## src/design/errconf_pkg.sv

```systemverilog
package errconf_pkg;

  // Counter limits
  localparam int unsigned TEC_W          = 9;
  localparam int unsigned REC_W          = 8;
  localparam logic [8:0]  PASSIVE_LIMIT  = 9'h080;
  localparam logic [8:0]  BUSOFF_LIMIT   = 9'h100;
  localparam logic [7:0]  REC_MAX        = 8'hff;
  localparam logic [7:0]  REC_RELOAD     = 8'h77;
  localparam logic [7:0]  REC_ACTIVE_TOP = 8'h7f;

  // Step sizes
  localparam logic [3:0]  STEP_SMALL     = 4'h1;
  localparam logic [3:0]  STEP_LARGE     = 4'h8;

  // Bit run lengths
  localparam int unsigned SUSPEND_BITS   = 8;
  localparam int unsigned FLAG_DOM_FIRST = 14;
  localparam int unsigned FLAG_DOM_NEXT  = 8;
  localparam int unsigned RECOV_RUN_BITS = 11;
  localparam int unsigned RECOV_RUNS     = 128;

  // Fault confinement states
  typedef enum logic [1:0] {
    ERR_ACTIVE,
    ERR_PASSIVE,
    BUS_OFF
  } conf_state_t;

  // Per-bit events from the protocol engine, one bit-time pulse each
  typedef struct packed {
    logic bit_tick;        // One sampled bit
    logic rx_bit;          // Sampled bus level, 1 = recessive
    logic is_tx;           // Node is transmitter of current frame
    logic err_detect;      // Error detected, flag starts this bit
    logic bit_err_flag;    // Bit error while sending active/overload flag
    logic ack_err_quiet;   // Passive ack error with quiet passive flag
    logic arb_stuff_err;   // Stuff error on recessive stuff bit in arbitration
    logic flag_active;     // Active-error or overload flag being sent
    logic flag_passive;    // Passive-error flag just completed
    logic first_after_flag;// First bit after own error flag
    logic tx_ok;           // Transmission finished without error
    logic rx_ok;           // Reception finished and acknowledged
    logic tx_end;          // Own transmission finished
  } bit_events_t;

endpackage

```

## src/design/dominant_run.sv

```systemverilog
`timescale 1ns/1ns
// Counts dominant bits after a flag start and pulses on each penalty point
module dominant_run #(
  parameter int unsigned FIRST = 14,
  parameter int unsigned NEXT  = 8
) (
  // Clock and reset
  input  wire logic clk,
  input  wire logic rst_n,
  // Bit stream
  input  wire logic start,
  input  wire logic tick,
  input  wire logic dominant,
  // Penalty pulse
  output logic      hit
);

  initial begin
    if (FIRST < 1 || NEXT < 1 || FIRST > 255 || NEXT > FIRST) begin
      $error("dominant_run: bad run lengths");
    end
  end

  logic [7:0] cnt_q, cnt_d;
  logic       arm_q, arm_d;

  // Armed at flag start; a recessive bit ends the run
  always_comb begin
    cnt_d = cnt_q;
    arm_d = arm_q;
    hit   = 1'b0;
    if (start) begin
      arm_d = 1'b1;
      cnt_d = 8'h00;
    end else if (arm_q && tick) begin
      if (!dominant) begin
        arm_d = 1'b0;
      end else if (cnt_q == 8'(FIRST - 1)) begin
        hit   = 1'b1;
        cnt_d = 8'(FIRST - NEXT); // Every further NEXT bits
      end else begin
        cnt_d = cnt_q + 8'h01;
      end
    end
  end

  always_ff @(posedge clk) begin
    if (!rst_n) begin
      cnt_q <= 8'h00;
      arm_q <= 1'b0;
    end else begin
      cnt_q <= cnt_d;
      arm_q <= arm_d;
    end
  end

endmodule

```

## src/design/recessive_runs.sv

```systemverilog
`timescale 1ns/1ns
// Counts runs of recessive bits for bus off recovery
module recessive_runs #(
  parameter int unsigned RUN_BITS = 11,
  parameter int unsigned RUNS     = 128
) (
  // Clock and reset
  input  wire logic clk,
  input  wire logic rst_n,
  // Control
  input  wire logic enable,
  input  wire logic tick,
  input  wire logic recessive,
  // Result
  output logic      done
);

  initial begin
    if (RUN_BITS < 1 || RUN_BITS > 15 || RUNS < 1 || RUNS > 255) begin
      $error("recessive_runs: bad counts");
    end
  end

  logic [3:0] bits_q, bits_d;
  logic [7:0] runs_q, runs_d;

  // Dominant restarts the bit count; finished runs are kept
  always_comb begin
    bits_d = bits_q;
    runs_d = runs_q;
    done   = 1'b0;
    if (!enable) begin
      bits_d = 4'h0;
      runs_d = 8'h00;
    end else if (tick) begin
      if (!recessive) begin
        bits_d = 4'h0;
      end else if (bits_q == 4'(RUN_BITS - 1)) begin
        bits_d = 4'h0;
        if (runs_q == 8'(RUNS - 1)) begin
          done   = 1'b1;
          runs_d = 8'h00;
        end else begin
          runs_d = runs_q + 8'h01;
        end
      end else begin
        bits_d = bits_q + 4'h1;
      end
    end
  end

  always_ff @(posedge clk) begin
    if (!rst_n) begin
      bits_q <= 4'h0;
      runs_q <= 8'h00;
    end else begin
      bits_q <= bits_d;
      runs_q <= runs_d;
    end
  end

endmodule

```

## src/design/can_error_confinement.sv

```systemverilog
`timescale 1ns/1ns
// Behaviour
// - Error active node sends active error flags
// - Error passive node never signals dominantly receiving
// - Error passive node sends passive error flags
// - Passive transmitter waits eight suspend bits after
// - Bus off node neither transmits nor receives
// - State derived from both counters' thresholds
// - Increments apply at first flag bit
// - Receiver error adds one, except flag bit errors
// - Dominant first bit after flag adds eight
// - Transmitter sending error flag adds eight
// - Quiet passive ack error, arbitration stuff: no change
// - Transmitter flag bit error adds eight
// - Receiver flag bit error adds eight
// - Fourteen dominant then every eight adds eight
// - Eight dominant after passive flag adds eight
// - Successful transmit decrements, floor at zero
// - Successful receive decrements or reloads in range
// - 128 runs of 11 recessive clear both
// - Coinciding conditions all applied together
module can_error_confinement #(
  parameter int unsigned SUSPEND_LEN = errconf_pkg::SUSPEND_BITS,
  parameter int unsigned RECOV_BITS  = errconf_pkg::RECOV_RUN_BITS,
  parameter int unsigned RECOV_COUNT = errconf_pkg::RECOV_RUNS
) (
  // Clock and reset
  input  wire logic                     CORE_CLK,
  input  wire logic                     RST_N,
  // Bit events from the protocol engine
  input  wire errconf_pkg::bit_events_t EV,
  // Flag and access control
  output logic                          FLAG_ACTIVE_REQ,
  output logic                          FLAG_PASSIVE_REQ,
  output logic                          TX_ALLOWED,
  output logic                          RX_ALLOWED,
  output logic                          SUSPEND_BUSY,
  // Status
  output logic [8:0]                    TEC,
  output logic [7:0]                    REC,
  output errconf_pkg::conf_state_t      STATE,
  output logic                          STATE_CHANGE
);

  initial begin
    if (SUSPEND_LEN < 1 || SUSPEND_LEN > 15) begin
      $error("can_error_confinement: bad suspend length");
    end
    // The recovery watcher holds a 4-bit bit count and an 8-bit run count
    if (RECOV_BITS < 1 || RECOV_BITS > 15) begin
      $error("can_error_confinement: bad recovery run length");
    end
    if (RECOV_COUNT < 1 || RECOV_COUNT > 255) begin
      $error("can_error_confinement: bad recovery run count");
    end
  end

  errconf_pkg::conf_state_t state_q, state_d;
  logic [8:0]               tec_q, tec_d;
  logic [7:0]               rec_q, rec_d;
  logic [3:0]               susp_q, susp_d;
  logic                     chg_q, chg_d;
  logic                     fa_q, fa_d;
  logic                     fp_q, fp_d;
  logic                     txa_q, txa_d;
  logic                     rxa_q, rxa_d;
  logic                     sb_q, sb_d;
  logic                     act_hit;
  logic                     pas_hit;
  logic                     recov_done;
  logic                     dominant;
  logic                     bus_off;

  assign dominant = !EV.rx_bit;
  assign bus_off  = (state_q == errconf_pkg::BUS_OFF);

  // Run of dominant bits from the start of an active error flag (error detected while error active)
  dominant_run #(
    .FIRST (errconf_pkg::FLAG_DOM_FIRST),
    .NEXT  (errconf_pkg::FLAG_DOM_NEXT)
  ) u_act_run (
    .clk      (CORE_CLK),
    .rst_n    (RST_N),
    .start    (EV.err_detect && state_q == errconf_pkg::ERR_ACTIVE),
    .tick     (EV.bit_tick),
    .dominant (dominant),
    .hit      (act_hit)
  );

  // Run after a passive flag: first penalty after eight, then every eight
  dominant_run #(
    .FIRST (errconf_pkg::FLAG_DOM_NEXT),
    .NEXT  (errconf_pkg::FLAG_DOM_NEXT)
  ) u_pas_run (
    .clk      (CORE_CLK),
    .rst_n    (RST_N),
    .start    (EV.flag_passive),
    .tick     (EV.bit_tick),
    .dominant (dominant),
    .hit      (pas_hit)
  );

  // Recovery watcher runs only while bus off
  recessive_runs #(
    .RUN_BITS (RECOV_BITS),
    .RUNS     (RECOV_COUNT)
  ) u_recov (
    .clk       (CORE_CLK),
    .rst_n     (RST_N),
    .enable    (bus_off),
    .tick      (EV.bit_tick),
    .recessive (EV.rx_bit),
    .done      (recov_done)
  );

  // Saturating helpers keep the counters from wrapping
  function automatic logic [8:0] tec_add(input logic [8:0] v, input logic [3:0] s);
    logic [9:0] sum;
    sum = {1'b0, v} + {6'h00, s};
    tec_add = sum[9] ? 9'h1ff : sum[8:0];
  endfunction

  function automatic logic [7:0] rec_add(input logic [7:0] v, input logic [3:0] s);
    logic [8:0] sum;
    sum = {1'b0, v} + {5'h00, s};
    rec_add = sum[8] ? errconf_pkg::REC_MAX : sum[7:0];
  endfunction

  // Counter update; every matching condition is summed in one pass
  always_comb begin
    tec_d = tec_q;
    rec_d = rec_q;
    if (bus_off) begin
      if (recov_done) begin
        tec_d = 9'h000;
        rec_d = 8'h00;
      end
    end else if (EV.bit_tick) begin
      if (EV.is_tx) begin
        // Flag start is the first flag bit
        if (EV.err_detect && !EV.ack_err_quiet && !EV.arb_stuff_err) begin
          tec_d = tec_add(tec_d, errconf_pkg::STEP_LARGE);
        end
        if (EV.bit_err_flag) begin
          tec_d = tec_add(tec_d, errconf_pkg::STEP_LARGE);
        end
        if (act_hit) begin
          tec_d = tec_add(tec_d, errconf_pkg::STEP_LARGE);
        end
        if (pas_hit) begin
          tec_d = tec_add(tec_d, errconf_pkg::STEP_LARGE);
        end
        if (EV.tx_ok && tec_d != 9'h000) begin
          tec_d = tec_d - 9'h001;
        end
      end else begin
        if (EV.err_detect && !EV.bit_err_flag) begin
          rec_d = rec_add(rec_d, errconf_pkg::STEP_SMALL);
        end
        if (EV.first_after_flag && dominant) begin
          rec_d = rec_add(rec_d, errconf_pkg::STEP_LARGE);
        end
        if (EV.bit_err_flag) begin
          rec_d = rec_add(rec_d, errconf_pkg::STEP_LARGE);
        end
        if (act_hit) begin
          rec_d = rec_add(rec_d, errconf_pkg::STEP_LARGE);
        end
        if (pas_hit) begin
          rec_d = rec_add(rec_d, errconf_pkg::STEP_LARGE);
        end
        if (EV.rx_ok) begin
          if (rec_d > errconf_pkg::REC_ACTIVE_TOP) begin
            rec_d = errconf_pkg::REC_RELOAD;
          end else if (rec_d != 8'h00) begin
            rec_d = rec_d - 8'h01;
          end
        end
      end
    end
  end

  // State follows the counters' next values
  always_comb begin
    if (tec_d >= errconf_pkg::BUSOFF_LIMIT) begin
      state_d = errconf_pkg::BUS_OFF;
    end else if (tec_d >= errconf_pkg::PASSIVE_LIMIT ||
                 {1'b0, rec_d} >= errconf_pkg::PASSIVE_LIMIT) begin
      state_d = errconf_pkg::ERR_PASSIVE;
    end else begin
      state_d = errconf_pkg::ERR_ACTIVE;
    end
    chg_d = (state_d != state_q);
  end

  // Flag type chosen by the state at the moment of detection
  always_comb begin
    fa_d = 1'b0;
    fp_d = 1'b0;
    if (EV.bit_tick && EV.err_detect) begin
      unique case (state_q)
        errconf_pkg::ERR_ACTIVE:  fa_d = 1'b1;
        errconf_pkg::ERR_PASSIVE: fp_d = 1'b1;
        errconf_pkg::BUS_OFF:     fa_d = 1'b0;
      endcase
    end
  end

  // Suspend gap after own transmission while passive
  always_comb begin
    susp_d = susp_q;
    if (EV.bit_tick && EV.tx_end && state_q == errconf_pkg::ERR_PASSIVE) begin
      susp_d = 4'(SUSPEND_LEN);
    end else if (EV.bit_tick && susp_q != 4'h0) begin
      // A dominant bit means another node started; the gap is moot then
      susp_d = dominant ? 4'h0 : susp_q - 4'h1;
    end
  end

  // Access levels built from next state and gap, so they turn on the
  // same edge as STATE and leave the block straight from flip-flops
  always_comb begin
    txa_d = (state_d != errconf_pkg::BUS_OFF) && (susp_d == 4'h0);
    rxa_d = (state_d != errconf_pkg::BUS_OFF);
    sb_d  = (susp_d != 4'h0);
  end

  // Counter registers
  always_ff @(posedge CORE_CLK) begin
    if (!RST_N) begin
      tec_q <= 9'h000;
      rec_q <= 8'h00;
    end else begin
      tec_q <= tec_d;
      rec_q <= rec_d;
    end
  end

  // State and its one-cycle change event
  always_ff @(posedge CORE_CLK) begin
    if (!RST_N) begin
      state_q <= errconf_pkg::ERR_ACTIVE;
      chg_q   <= 1'b0;
    end else begin
      state_q <= state_d;
      chg_q   <= chg_d;
    end
  end

  // Flag requests, one cycle each
  always_ff @(posedge CORE_CLK) begin
    if (!RST_N) begin
      fa_q <= 1'b0;
      fp_q <= 1'b0;
    end else begin
      fa_q <= fa_d;
      fp_q <= fp_d;
    end
  end

  // Suspend countdown
  always_ff @(posedge CORE_CLK) begin
    if (!RST_N) begin
      susp_q <= 4'h0;
    end else begin
      susp_q <= susp_d;
    end
  end

  // Access levels; both open after reset, no gap pending
  always_ff @(posedge CORE_CLK) begin
    if (!RST_N) begin
      txa_q <= 1'b1;
      rxa_q <= 1'b1;
      sb_q  <= 1'b0;
    end else begin
      txa_q <= txa_d;
      rxa_q <= rxa_d;
      sb_q  <= sb_d;
    end
  end

  // Outputs
  assign FLAG_ACTIVE_REQ  = fa_q;
  assign FLAG_PASSIVE_REQ = fp_q;
  assign SUSPEND_BUSY     = sb_q;
  assign TX_ALLOWED       = txa_q;
  assign RX_ALLOWED       = rxa_q;
  assign TEC              = tec_q;
  assign REC              = rec_q;
  assign STATE            = state_q;
  assign STATE_CHANGE     = chg_q;

endmodule

```

## config.mk

```make
export PLATFORM = sky130hd
export DESIGN_NAME = can_error_confinement
export DESIGN_NICKNAME = d
export VERILOG_FILES = /design/src/design/errconf_pkg.sv /design/src/design/dominant_run.sv /design/src/design/recessive_runs.sv /design/src/design/can_error_confinement.sv
export SDC_FILE = /design/constraint.sdc
export NUM_CORES = 1
export LEC_CHECK = 0
export BUFFER_PORTS_ARGS = -buffer_cell sky130_fd_sc_hd__buf_2
export CORE_UTILIZATION = 55
export DETAILED_ROUTE_END_ITERATION = 6
export PLACE_DENSITY_LB_ADDON = 0.25
export SLEW_MARGIN = 20
export SYNTH_ARGS = -nofsm -noshare
export SYNTH_HDL_FRONTEND = slang
export SYNTH_SLANG_ARGS = --single-unit
```

## constraint.sdc

```tcl
create_clock -name CORE_CLK -period 7.85 [get_ports CORE_CLK]
set_clock_uncertainty 0.2 [all_clocks]
set_input_delay 1.57 -clock CORE_CLK [delete_from_list [all_inputs] [get_ports CORE_CLK]]
set_output_delay 1.57 -clock CORE_CLK [all_outputs]
set_load 0.1 [all_outputs]
```

==> results of run 1 <==
## logic make-up after synthesis
| family | Yosys count |
|---|---|
| and+or+nand+nor | 361 |
| DFF | 58 |
| muxes | 22 |
| xor gates and xnor gates | 31 |
| buffers and inverters | 58 |
| AOI/OAI and AO/OA | 197 |
| adders and majority gates | 20 |
## state kept, by name (all words and copies together), names as in the netlist
register          count
TX_ALLOWED            1
RX_ALLOWED            1
u_act_run.arm_q       1
u_recov.runs_q        8
u_pas_run.cnt_q       8
SUSPEND_BUSY          1
u_pas_run.arm_q       1
FLAG_PASSIVE_REQ      1
TEC                   9
STATE                 1
u_act_run.cnt_q       8
FLAG_ACTIVE_REQ       1
u_recov.bits_q        4
susp_q                4
STATE_CHANGE          1
REC                   8
## how the worst max path moves through the flow
stage / from / end / slack, ns
global placement: EV[9] / REC[3] / 0.35
detailed placement: EV[9] / REC[3] / 0.20
CTS: EV[9] / REC[3] / 0.53
floorplan: EV[9] / REC[3] / 0.57
global route: EV[9] / REC[3] / 0.07
finish: EV[9] / REC[3] / 0.40
## critical path, stage by stage
cell	delay, ns
buf_2	0.24
and3b_1	0.25
a21oi_1	0.16
or4_1	0.57
o21bai_4	0.21
a21o_1	0.28
inv_2	0.12
ha_1	0.26
nor2b_1	0.15
nand3_1	0.09
o221ai_1	0.16
o31ai_1	0.37
nand2_1	0.15
a211oi_2	0.34
nor2_1	0.09
ha_1	0.21
and2_1	0.22
nand3_1	0.12
mux2_2	0.15
o221a_2	0.19
a22oi_1	0.07
a32o_1	0.31
o21ai_2	0.25
o41ai_4	0.16
or4_1	0.51
a311oi_1	0.30
## placed cells by master, fill, tap and decap left out, types with 4 or more instances in the layout
master and instances:
a211oi_1 9, a21o_1 6, a21oi_1 42, a22oi_1 6
a31oi_1 9, and2_1 13, and3_1 14, and4_1 7
buf_2 38, buf_4 10, clkbuf_8 10, dfxtp_1 58
ha_1 20, inv_1 24, mux2_2 8, mux2i_1 12
nand2_1 71, nand2b_1 7, nand3_1 42, nand3b_1 5
nand4_1 23, nor2_1 98, nor2b_1 6, nor3_1 21
nor4_1 8, o211ai_1 10, o21a_1 7, o21ai_0 18
o21ai_1 9, o311a_1 4, o311ai_0 4, or2_1 4
or2_2 5, or3_1 10, or4_1 7, xnor2_1 13
xor2_1 18
## report_power, final
| part | leakage, nW | switching, mW | internal [mW] |
|---|---|---|---|
| logic | 1.71 | 0.170 | 0.0770 |
| clock network | 0.0872 | 0.114 | 0.122 |
| registers | 0.470 | 0.0143 | 0.303 |
## layout make-up
cell class	instances	share of cell area
multi-input cells	631	0.695
flip-flops and latches	58	0.191
repair buffers	48	0.0437
well taps	133	0.0274
clock buffers	13	0.0245
inverters	25	0.0155
clock inverters	3	0.00247
## layer usage
layer,routed length [µm],vias up,GRT usage
met5,62,-,0
met4,387,3,0.133
met3,871,34,0.0393
met2,7190,207,0.510
met1,6780,2743,0.369
li1,-,2859,-
==> metrics.cfg, run 1 <==
[clock_network]
htreeDepth=3
cts_resized=0
cts.path.max_buffers=2
cts.clk_slew.worst_paths_ns=0.06
cts_tree=done
clock-sinks=58
numCtsBuffers=9
cts-root-buf=clkbuf_8
cts_setup_buffers=0
clk_latency_ns=0.34
cts_hold_buf=0

[synth]
synth_nets=782
synthTopCellsByCount=98 x nor2_1, 71 x nand2_1, 58 x dfxtp_1
yosys-top-cells-area=dfxtp_1 21%, nor2_1 6.5%, nand2_1 4.7%, ha_1 4.5%, a21oi_1 3.7%
synth-seq-cells=58
yosysWarnings=0
synthCells=747
synthXorXnorAreaFrac=0.0483
synth_flop_cell=dfxtp_1
syn_avg_cell_area_um2=7.52
synth_compound_area_frac=0.285
synth_area_um2=5620
yosysTopAreaCellShare=0.207
yosysSeqAreaShare=0.207
synthSimpleGateAreaFrac=0.330
synth-async-reset-ratio=0
synth_area_leader_cell=dfxtp_1
post-synth-top-count-cell=nor2_1
synthMuxAreaShare=0.0434
synth_fa_ha_area_frac=0.0445
synth-edff-count=0
synth_top_family_by_area=simple AND/OR/NAND/NOR gates
synthDistinctLibCells=102

[floorplan]
io_pins=40
die_w_um=103
rows=36
die_area_um2=10600
fp.dieH_um=103
start_util=0.572
core_um2=9820

[worst_setup_path]
worstPathArrival_ns=7.49
critPathLaunchType=primary input
rr_endpoint=REC[3]
rrSetupSlack_ns=1.14
critPathMaxFanout=11
critical_path_class=in2reg
end_kind=flip-flop
crit_required_ns=7.89
rr_worst_depth=26
r2r-start=REC[0]

[pwr]
leakage_nw=2.27
p_per_area_nw_per_um2=132
peakVddDrop_mv=0.136
power.total_uw=800

[finish]
seq_area_um2=1160
area_delta_synth_final_pct=8.08
fin_util=0.618
drive_gt1_frac=0.152
final_cells=911
diodes=0
n_fill_cell=965
fin_nets=808
multi_input_comb_area_um2=4220
finalInstanceArea_um2=6070

[place]
port_buffers=38
dp_cells=895
dpl.hpwl_um=11800
dpl_cell_area_um2=5910
post-place-ws_ns=0.197
gp_congestion=0.943

[detailed_routing]
drtAntennaViolNets=0
drc=0
wl_um=15300
firstDrtPassIters=5
wl_per_cell_um=16.8
routed_via_density=6.42
dr_total_vias=5846
drt_iter0_markers=347

[sta]
tns_ns=0
holdWs_ns=0.289
worst_slew_pin_slew_ns=0.801
setup_viol=0
finalCritPeriodShare=0.949
relSlewSlack=0.464
period_needed_ns=7.45
rsz0062_at_grt=no
max_freq_mhz=134
slew_violations=0
hold_viol_final=0
finalWorstSetupSlack_ns=0.401

[global_routing]
overflow=0
antenna_found_initial=1
grt_pass1_wl_um=25100
grt_pass1_vias=5496
grt_max_degree=18
grt_usage=0.297

[min_path]
min_from=u_recov.runs_q[6]
hold_depth=2
hold_class=reg2reg
hold_end=u_recov.runs_q[6]

[run]
cap_violations=0

[run_status]
status=finished clean

Note: power is estimated with default switching activity, not from simulation.
==> inputs of run 2 (changes only) <==
--- a/config.mk
+++ b/config.mk
@@ -7,6 +7,7 @@
 export LEC_CHECK = 0
 export BUFFER_PORTS_ARGS = -buffer_cell sky130_fd_sc_hd__buf_2
 export CORE_UTILIZATION = 55
+export CTS_BUF_LIST = sky130_fd_sc_hd__clkbuf_4 sky130_fd_sc_hd__clkbuf_8
 export DETAILED_ROUTE_END_ITERATION = 6
 export PLACE_DENSITY_LB_ADDON = 0.25
 export SLEW_MARGIN = 20
==> constraint.sdc (replaced) <==
create_clock -name CORE_CLK -period 8.69 [get_ports CORE_CLK]
set_clock_uncertainty 0.2 [all_clocks]
set_input_delay 1.738 -clock CORE_CLK [delete_from_list [all_inputs] [get_ports CORE_CLK]]
set_output_delay 1.738 -clock CORE_CLK [all_outputs]
set_load 0.1 [all_outputs]
==> metrics.cfg, run 2 (synthesis results as in run 1) <==
[run_status]
status=finished clean

[place]
dpl.hpwl_um=11400
gp_congestion=0.966
post-place-ws_ns=0.644
port_buffers=38

[floorplan]
die_area_um2=10600
core_um2=9820
io_pins=40
fp.dieH_um=103
die_w_um=103
start_util=0.572
rows=36

[pwr]
power.total_uw=846
leakage_nw=2.29
p_per_area_nw_per_um2=138
peakVddDrop_mv=0.135

[worst_setup_path]
critPathMaxFanout=17
rr_worst_depth=24
cp-startpoint=EV[8]
path_buf_inv=2
critPathLaunchType=primary input
rrSetupSlack_ns=1.86
crit_slowest_cell=or4_1
crit_required_ns=8.73
rr_endpoint=REC[3]
endpoint=REC[3]
crit_family=compound AO/OA/AOI/OAI gates
path_cells=buf_2, and3b_1, and4_4, or4_1, o21bai_4, a21o_1, inv_2, ha_1, and2_1, o211ai_1, a22oi_1, o32ai_4, a221o_1, ha_1, and2_1, nand3_1, mux2_2, o221a_2, a22oi_1, a32o_1, o21ai_2, o41ai_4, or4_1, a311oi_1
cp.depth=24
worstPathArrival_ns=7.84
end_kind=flip-flop
r2r-start=REC[0]
critical_path_class=in2reg
max_stage_delay_ns=0.65

[finish]
final_common_cell=nor2_1
fin_nets=802
diodes=0
area_delta_synth_final_pct=9.18
n_fill_cell=932
drive_gt1_frac=0.149
largest_register_ffs=9
final_cell_mix=98 x nor2_1, 71 x nand2_1, 58 x dfxtp_1, 42 x a21oi_1, 42 x nand3_1

[detailed_routing]
dr_total_vias=5820
firstDrtPassIters=6
routed_via_density=6.43
drtAntennaViolNets=0
drc=0
wl_um=14900
drt_iter0_markers=405
wl_per_cell_um=16.4

[clock_network]
cts.clk_slew.worst_paths_ns=0.07
cts.path.max_buffers=2
cts_setup_buffers=0
numCtsBuffers=9
clk_latency_ns=0.34
cts_resized=0
cts_hold_buf=0
cts_tree=done
htreeDepth=3
cts-root-buf=clkbuf_8
clock-sinks=58

[sta]
finalCritPeriodShare=0.897
rsz0062_at_grt=no
holdWs_ns=0.284
max_freq_mhz=128
relSlewSlack=0.456
setup_viol=0
hold_viol_final=0
finalWorstSetupSlack_ns=0.895
slew_violations=0
worst_slew_pin_slew_ns=0.814
tns_ns=0
period_needed_ns=7.79

[global_routing]
grt_pass1_wl_um=24000
grt_usage=0.284
overflow=0
grt_pass1_vias=5285
antenna_found_initial=0
grt_max_degree=18

[min_path]
hold_class=reg2reg

[run]
cap_violations=0

==> run 2: changes by cell type in the layout (fill, tap and decap cells not counted) <==
cell	before	now
buf_4	10	4
bufinv_16	0	4
clkbuf_1	3	0
clkinv_2	3	1
clkbuf_4	0	1
==> run 2: worst register-to-register path: stages (launching register included) <==
cell and delay (ns):
dfxtp_1 0.46, ha_1 0.32, nand4_1 0.12, and4_4 0.24
or4_1 0.65, o21bai_4 0.25, a21o_1 0.27, inv_2 0.12
ha_1 0.24, and2_1 0.27, o211ai_1 0.22, a22oi_1 0.31
o32ai_4 0.19, a221o_1 0.43, ha_1 0.21, and2_1 0.21
nand3_1 0.11, mux2_2 0.14, o221a_2 0.18, a22oi_1 0.06
a32o_1 0.31, o21ai_2 0.27, o41ai_4 0.16, or4_1 0.51
a311oi_1 0.29
==> run 2: worst min path at each step <==
| stage | from | to | slack, ns | cells after the start |
|---|---|---|---|---|
| finish | u_pas_run.cnt_q[1] | u_pas_run.cnt_q[1] | 0.28 | 2 |
| global placement | u_pas_run.cnt_q[1] | u_pas_run.cnt_q[1] | 0.26 | 2 |
| global route | u_pas_run.cnt_q[1] | u_pas_run.cnt_q[1] | 0.31 | 2 |
| floorplan | u_pas_run.cnt_q[1] | u_pas_run.cnt_q[1] | 0.25 | 2 |
| CTS | u_pas_run.cnt_q[1] | u_pas_run.cnt_q[1] | 0.29 | 2 |
| detailed placement | u_pas_run.cnt_q[1] | u_pas_run.cnt_q[1] | 0.28 | 2 |
==> run 2: where the power goes <==
part	switching [mW]	internal (mW)	total, mW
registers	0.0129	0.274	0.287
clock network	0.110	0.230	0.340
logic	0.152	0.0670	0.219
==> run 2: layout make-up <==
cell class | instances | area [µm²] | share of cell area
Clock buffer | 11 | 145 | 0.0237
Clock inverter | 5 | 125 | 0.0204
Inverter | 25 | 93.8 | 0.0153
Multi-Input combinational cell | 631 | 4220 | 0.688
Sequential cell | 58 | 1160 | 0.189
Tap cell | 133 | 166 | 0.0271
Timing Repair Buffer | 42 | 220 | 0.0359
==> run 2: per-stage QoR <==
step	cell area (µm²)	cells	util
CTS	6130	905	0.625
floorplan	5620	747	-
global route	6130	905	0.625
detailed placement	5860	889	0.597
finish	6130	905	0.625
global placement	5860	889	0.597
==> run 2: per-layer routing <==
metal	GRT usage	wire, µm	vias to the layer above
li1	-	-	2848
met1	0.360	6730	2741
met2	0.494	7000	202
met3	0.0434	866	29
met4	0.0899	252	0
met5	0	0	-
==> inputs of run 3 (changes only) <==
==> constraint.sdc (replaced) <==
create_clock -name CORE_CLK -period 7.6 [get_ports CORE_CLK]
set_clock_uncertainty 0.2 [all_clocks]
set_input_delay 1.52 -clock CORE_CLK [delete_from_list [all_inputs] [get_ports CORE_CLK]]
set_output_delay 1.52 -clock CORE_CLK [all_outputs]
set_load 0.1 [all_outputs]
==> metrics.cfg, run 3 (synthesis results as in run 1) <==
[run_status]
status=finished clean

[finish]
diodes=0
final_common_cell=nor2_1
final_cells=918
fin_util=0.627
fin_nets=815
final_cell_mix=98 x nor2_1, 71 x nand2_1, 58 x dfxtp_1, 42 x a21oi_1, 42 x nand3_1
finalInstanceArea_um2=6160
largest_register_ffs=9
area_delta_synth_final_pct=9.64
drive_gt1_frac=0.166

[clock_network]
clk_latency_ns=0.35
clock-sinks=58
cts.clk_slew.worst_paths_ns=0.07
htreeDepth=3
cts_tree=done
cts-root-buf=clkbuf_8
cts_setup_buffers=0
numCtsBuffers=9
cts.path.max_buffers=2
cts_hold_buf=0

[min_path]
min_from=u_recov.runs_q[6]
hold_class=reg2reg

[sta]
hold_viol_final=0
slew_violations=0
max_freq_mhz=139
finalWorstSetupSlack_ns=0.386
worst_slew_pin_slew_ns=0.721
relSlewSlack=0.518
period_needed_ns=7.21
rsz0062_at_grt=no
finalCritPeriodShare=0.949
tns_ns=0
setup_viol=0

[place]
dp_cells=902
post-place-ws_ns=0.0256
dpl_cell_area_um2=5960
gp_congestion=0.907
port_buffers=38
dpl.hpwl_um=11800

[detailed_routing]
drt_iter0_markers=332
firstDrtPassIters=7
wl_um=15100
dr_total_vias=5892
drtAntennaViolNets=0
wl_per_cell_um=16.5
drc=0
routed_via_density=6.42

[worst_setup_path]
critPathLaunchType=primary input
crit_family=compound AO/OA/AOI/OAI gates
worstPathArrival_ns=7.28
r2r-start=REC[0]
cp-startpoint=EV[9]
critPathMaxFanout=11
path_buf_inv=2
critical_path_class=in2reg
crit_slowest_cell=or4_1
crit_required_ns=7.66
end_kind=flip-flop
max_stage_delay_ns=0.55

[floorplan]
start_util=0.572
fp.dieH_um=103
core_um2=9820
rows=36
io_pins=40
die_w_um=103
die_area_um2=10600

[global_routing]
overflow=0
grt_usage=0.292
grt_max_degree=19
antenna_found_initial=0
grt_pass1_vias=5452
grt_pass1_wl_um=24600

[pwr]
p_per_area_nw_per_um2=137
peakVddDrop_mv=0.140
leakage_nw=2.31

[run]
cap_violations=0

[run 3: final timing paths]
path                             to  slack (ns)  cells past startpoint
setup / recovery             REC[3]        0.39                     26
hold / removal    u_recov.runs_q[6]        0.29                      2
setup reg to reg             REC[3]        1.04                     26
hold reg to reg   u_recov.runs_q[6]        0.29                      2
[run 3: layout make-up]
| class | instances | area [µm²] |
|---|---|---|
| Clock buffer | 10 | 138 |
| Clock inverter | 6 | 42.5 |
| Fill cell | 933 | 3660 |
| Inverter | 25 | 93.8 |
| Multi-Input combinational cell | 631 | 4240 |
| Sequential cell | 58 | 1160 |
| Tap cell | 133 | 166 |
| Timing Repair Buffer | 55 | 318 |
[run 3: per-stage QoR]
stage                     hold WS [ns]  power [mW]
after detailed placement         0.284       0.587
after floorplan                  0.254       0.532
final                            0.286       0.844
after global placement           0.264       0.580
after global routing             0.307       0.883
after CTS                        0.295       0.845
[run 3: worst reg2reg max path, cell delays in order (launching register included)]
cell	delay, ns
dfxtp_1	0.47
ha_1	0.33
nand4_1	0.12
and4_4	0.24
or4_1	0.54
o21bai_4	0.20
a21o_1	0.27
inv_2	0.13
ha_1	0.26
nor2b_1	0.16
nand3_1	0.08
o221ai_1	0.19
o31ai_2	0.34
nand2_1	0.15
a211oi_2	0.32
nor2_1	0.08
ha_1	0.21
and2_1	0.22
nand3_1	0.12
mux2_2	0.14
o221a_2	0.18
a22oi_1	0.07
a32o_1	0.33
o21ai_4	0.21
o41ai_4	0.12
or4_1	0.50
a311oi_1	0.28
[run 3: repair_timing]
| item | CTS | global route |
|---|---|---|
| endpoints found under the hold margin | 0 | 0 |
| gates resized for setup | 0 | 3 |
| endpoints found under the setup margin | 0 | 3 |
[run 3: per-layer routing]
| layer | track usage | share of wire | up-vias |
|---|---|---|---|
| met1 | 0.359 | 0.45 | 2815 |
| met3 | 0.0298 | 0.047 | 34 |
| li1 | - | - | 2867 |
| met4 | 0.118 | 0.021 | 0 |
| met2 | 0.521 | 0.48 | 176 |
| met5 | 0 | 0 | - |
[run 3: power by group]
group | total, mW | switching (mW) | internal (mW)
registers | 0.328 | 0.0150 | 0.313
clock network | 0.258 | 0.131 | 0.127
logic | 0.258 | 0.176 | 0.0820
total | 0.844 | 0.322 | 0.522
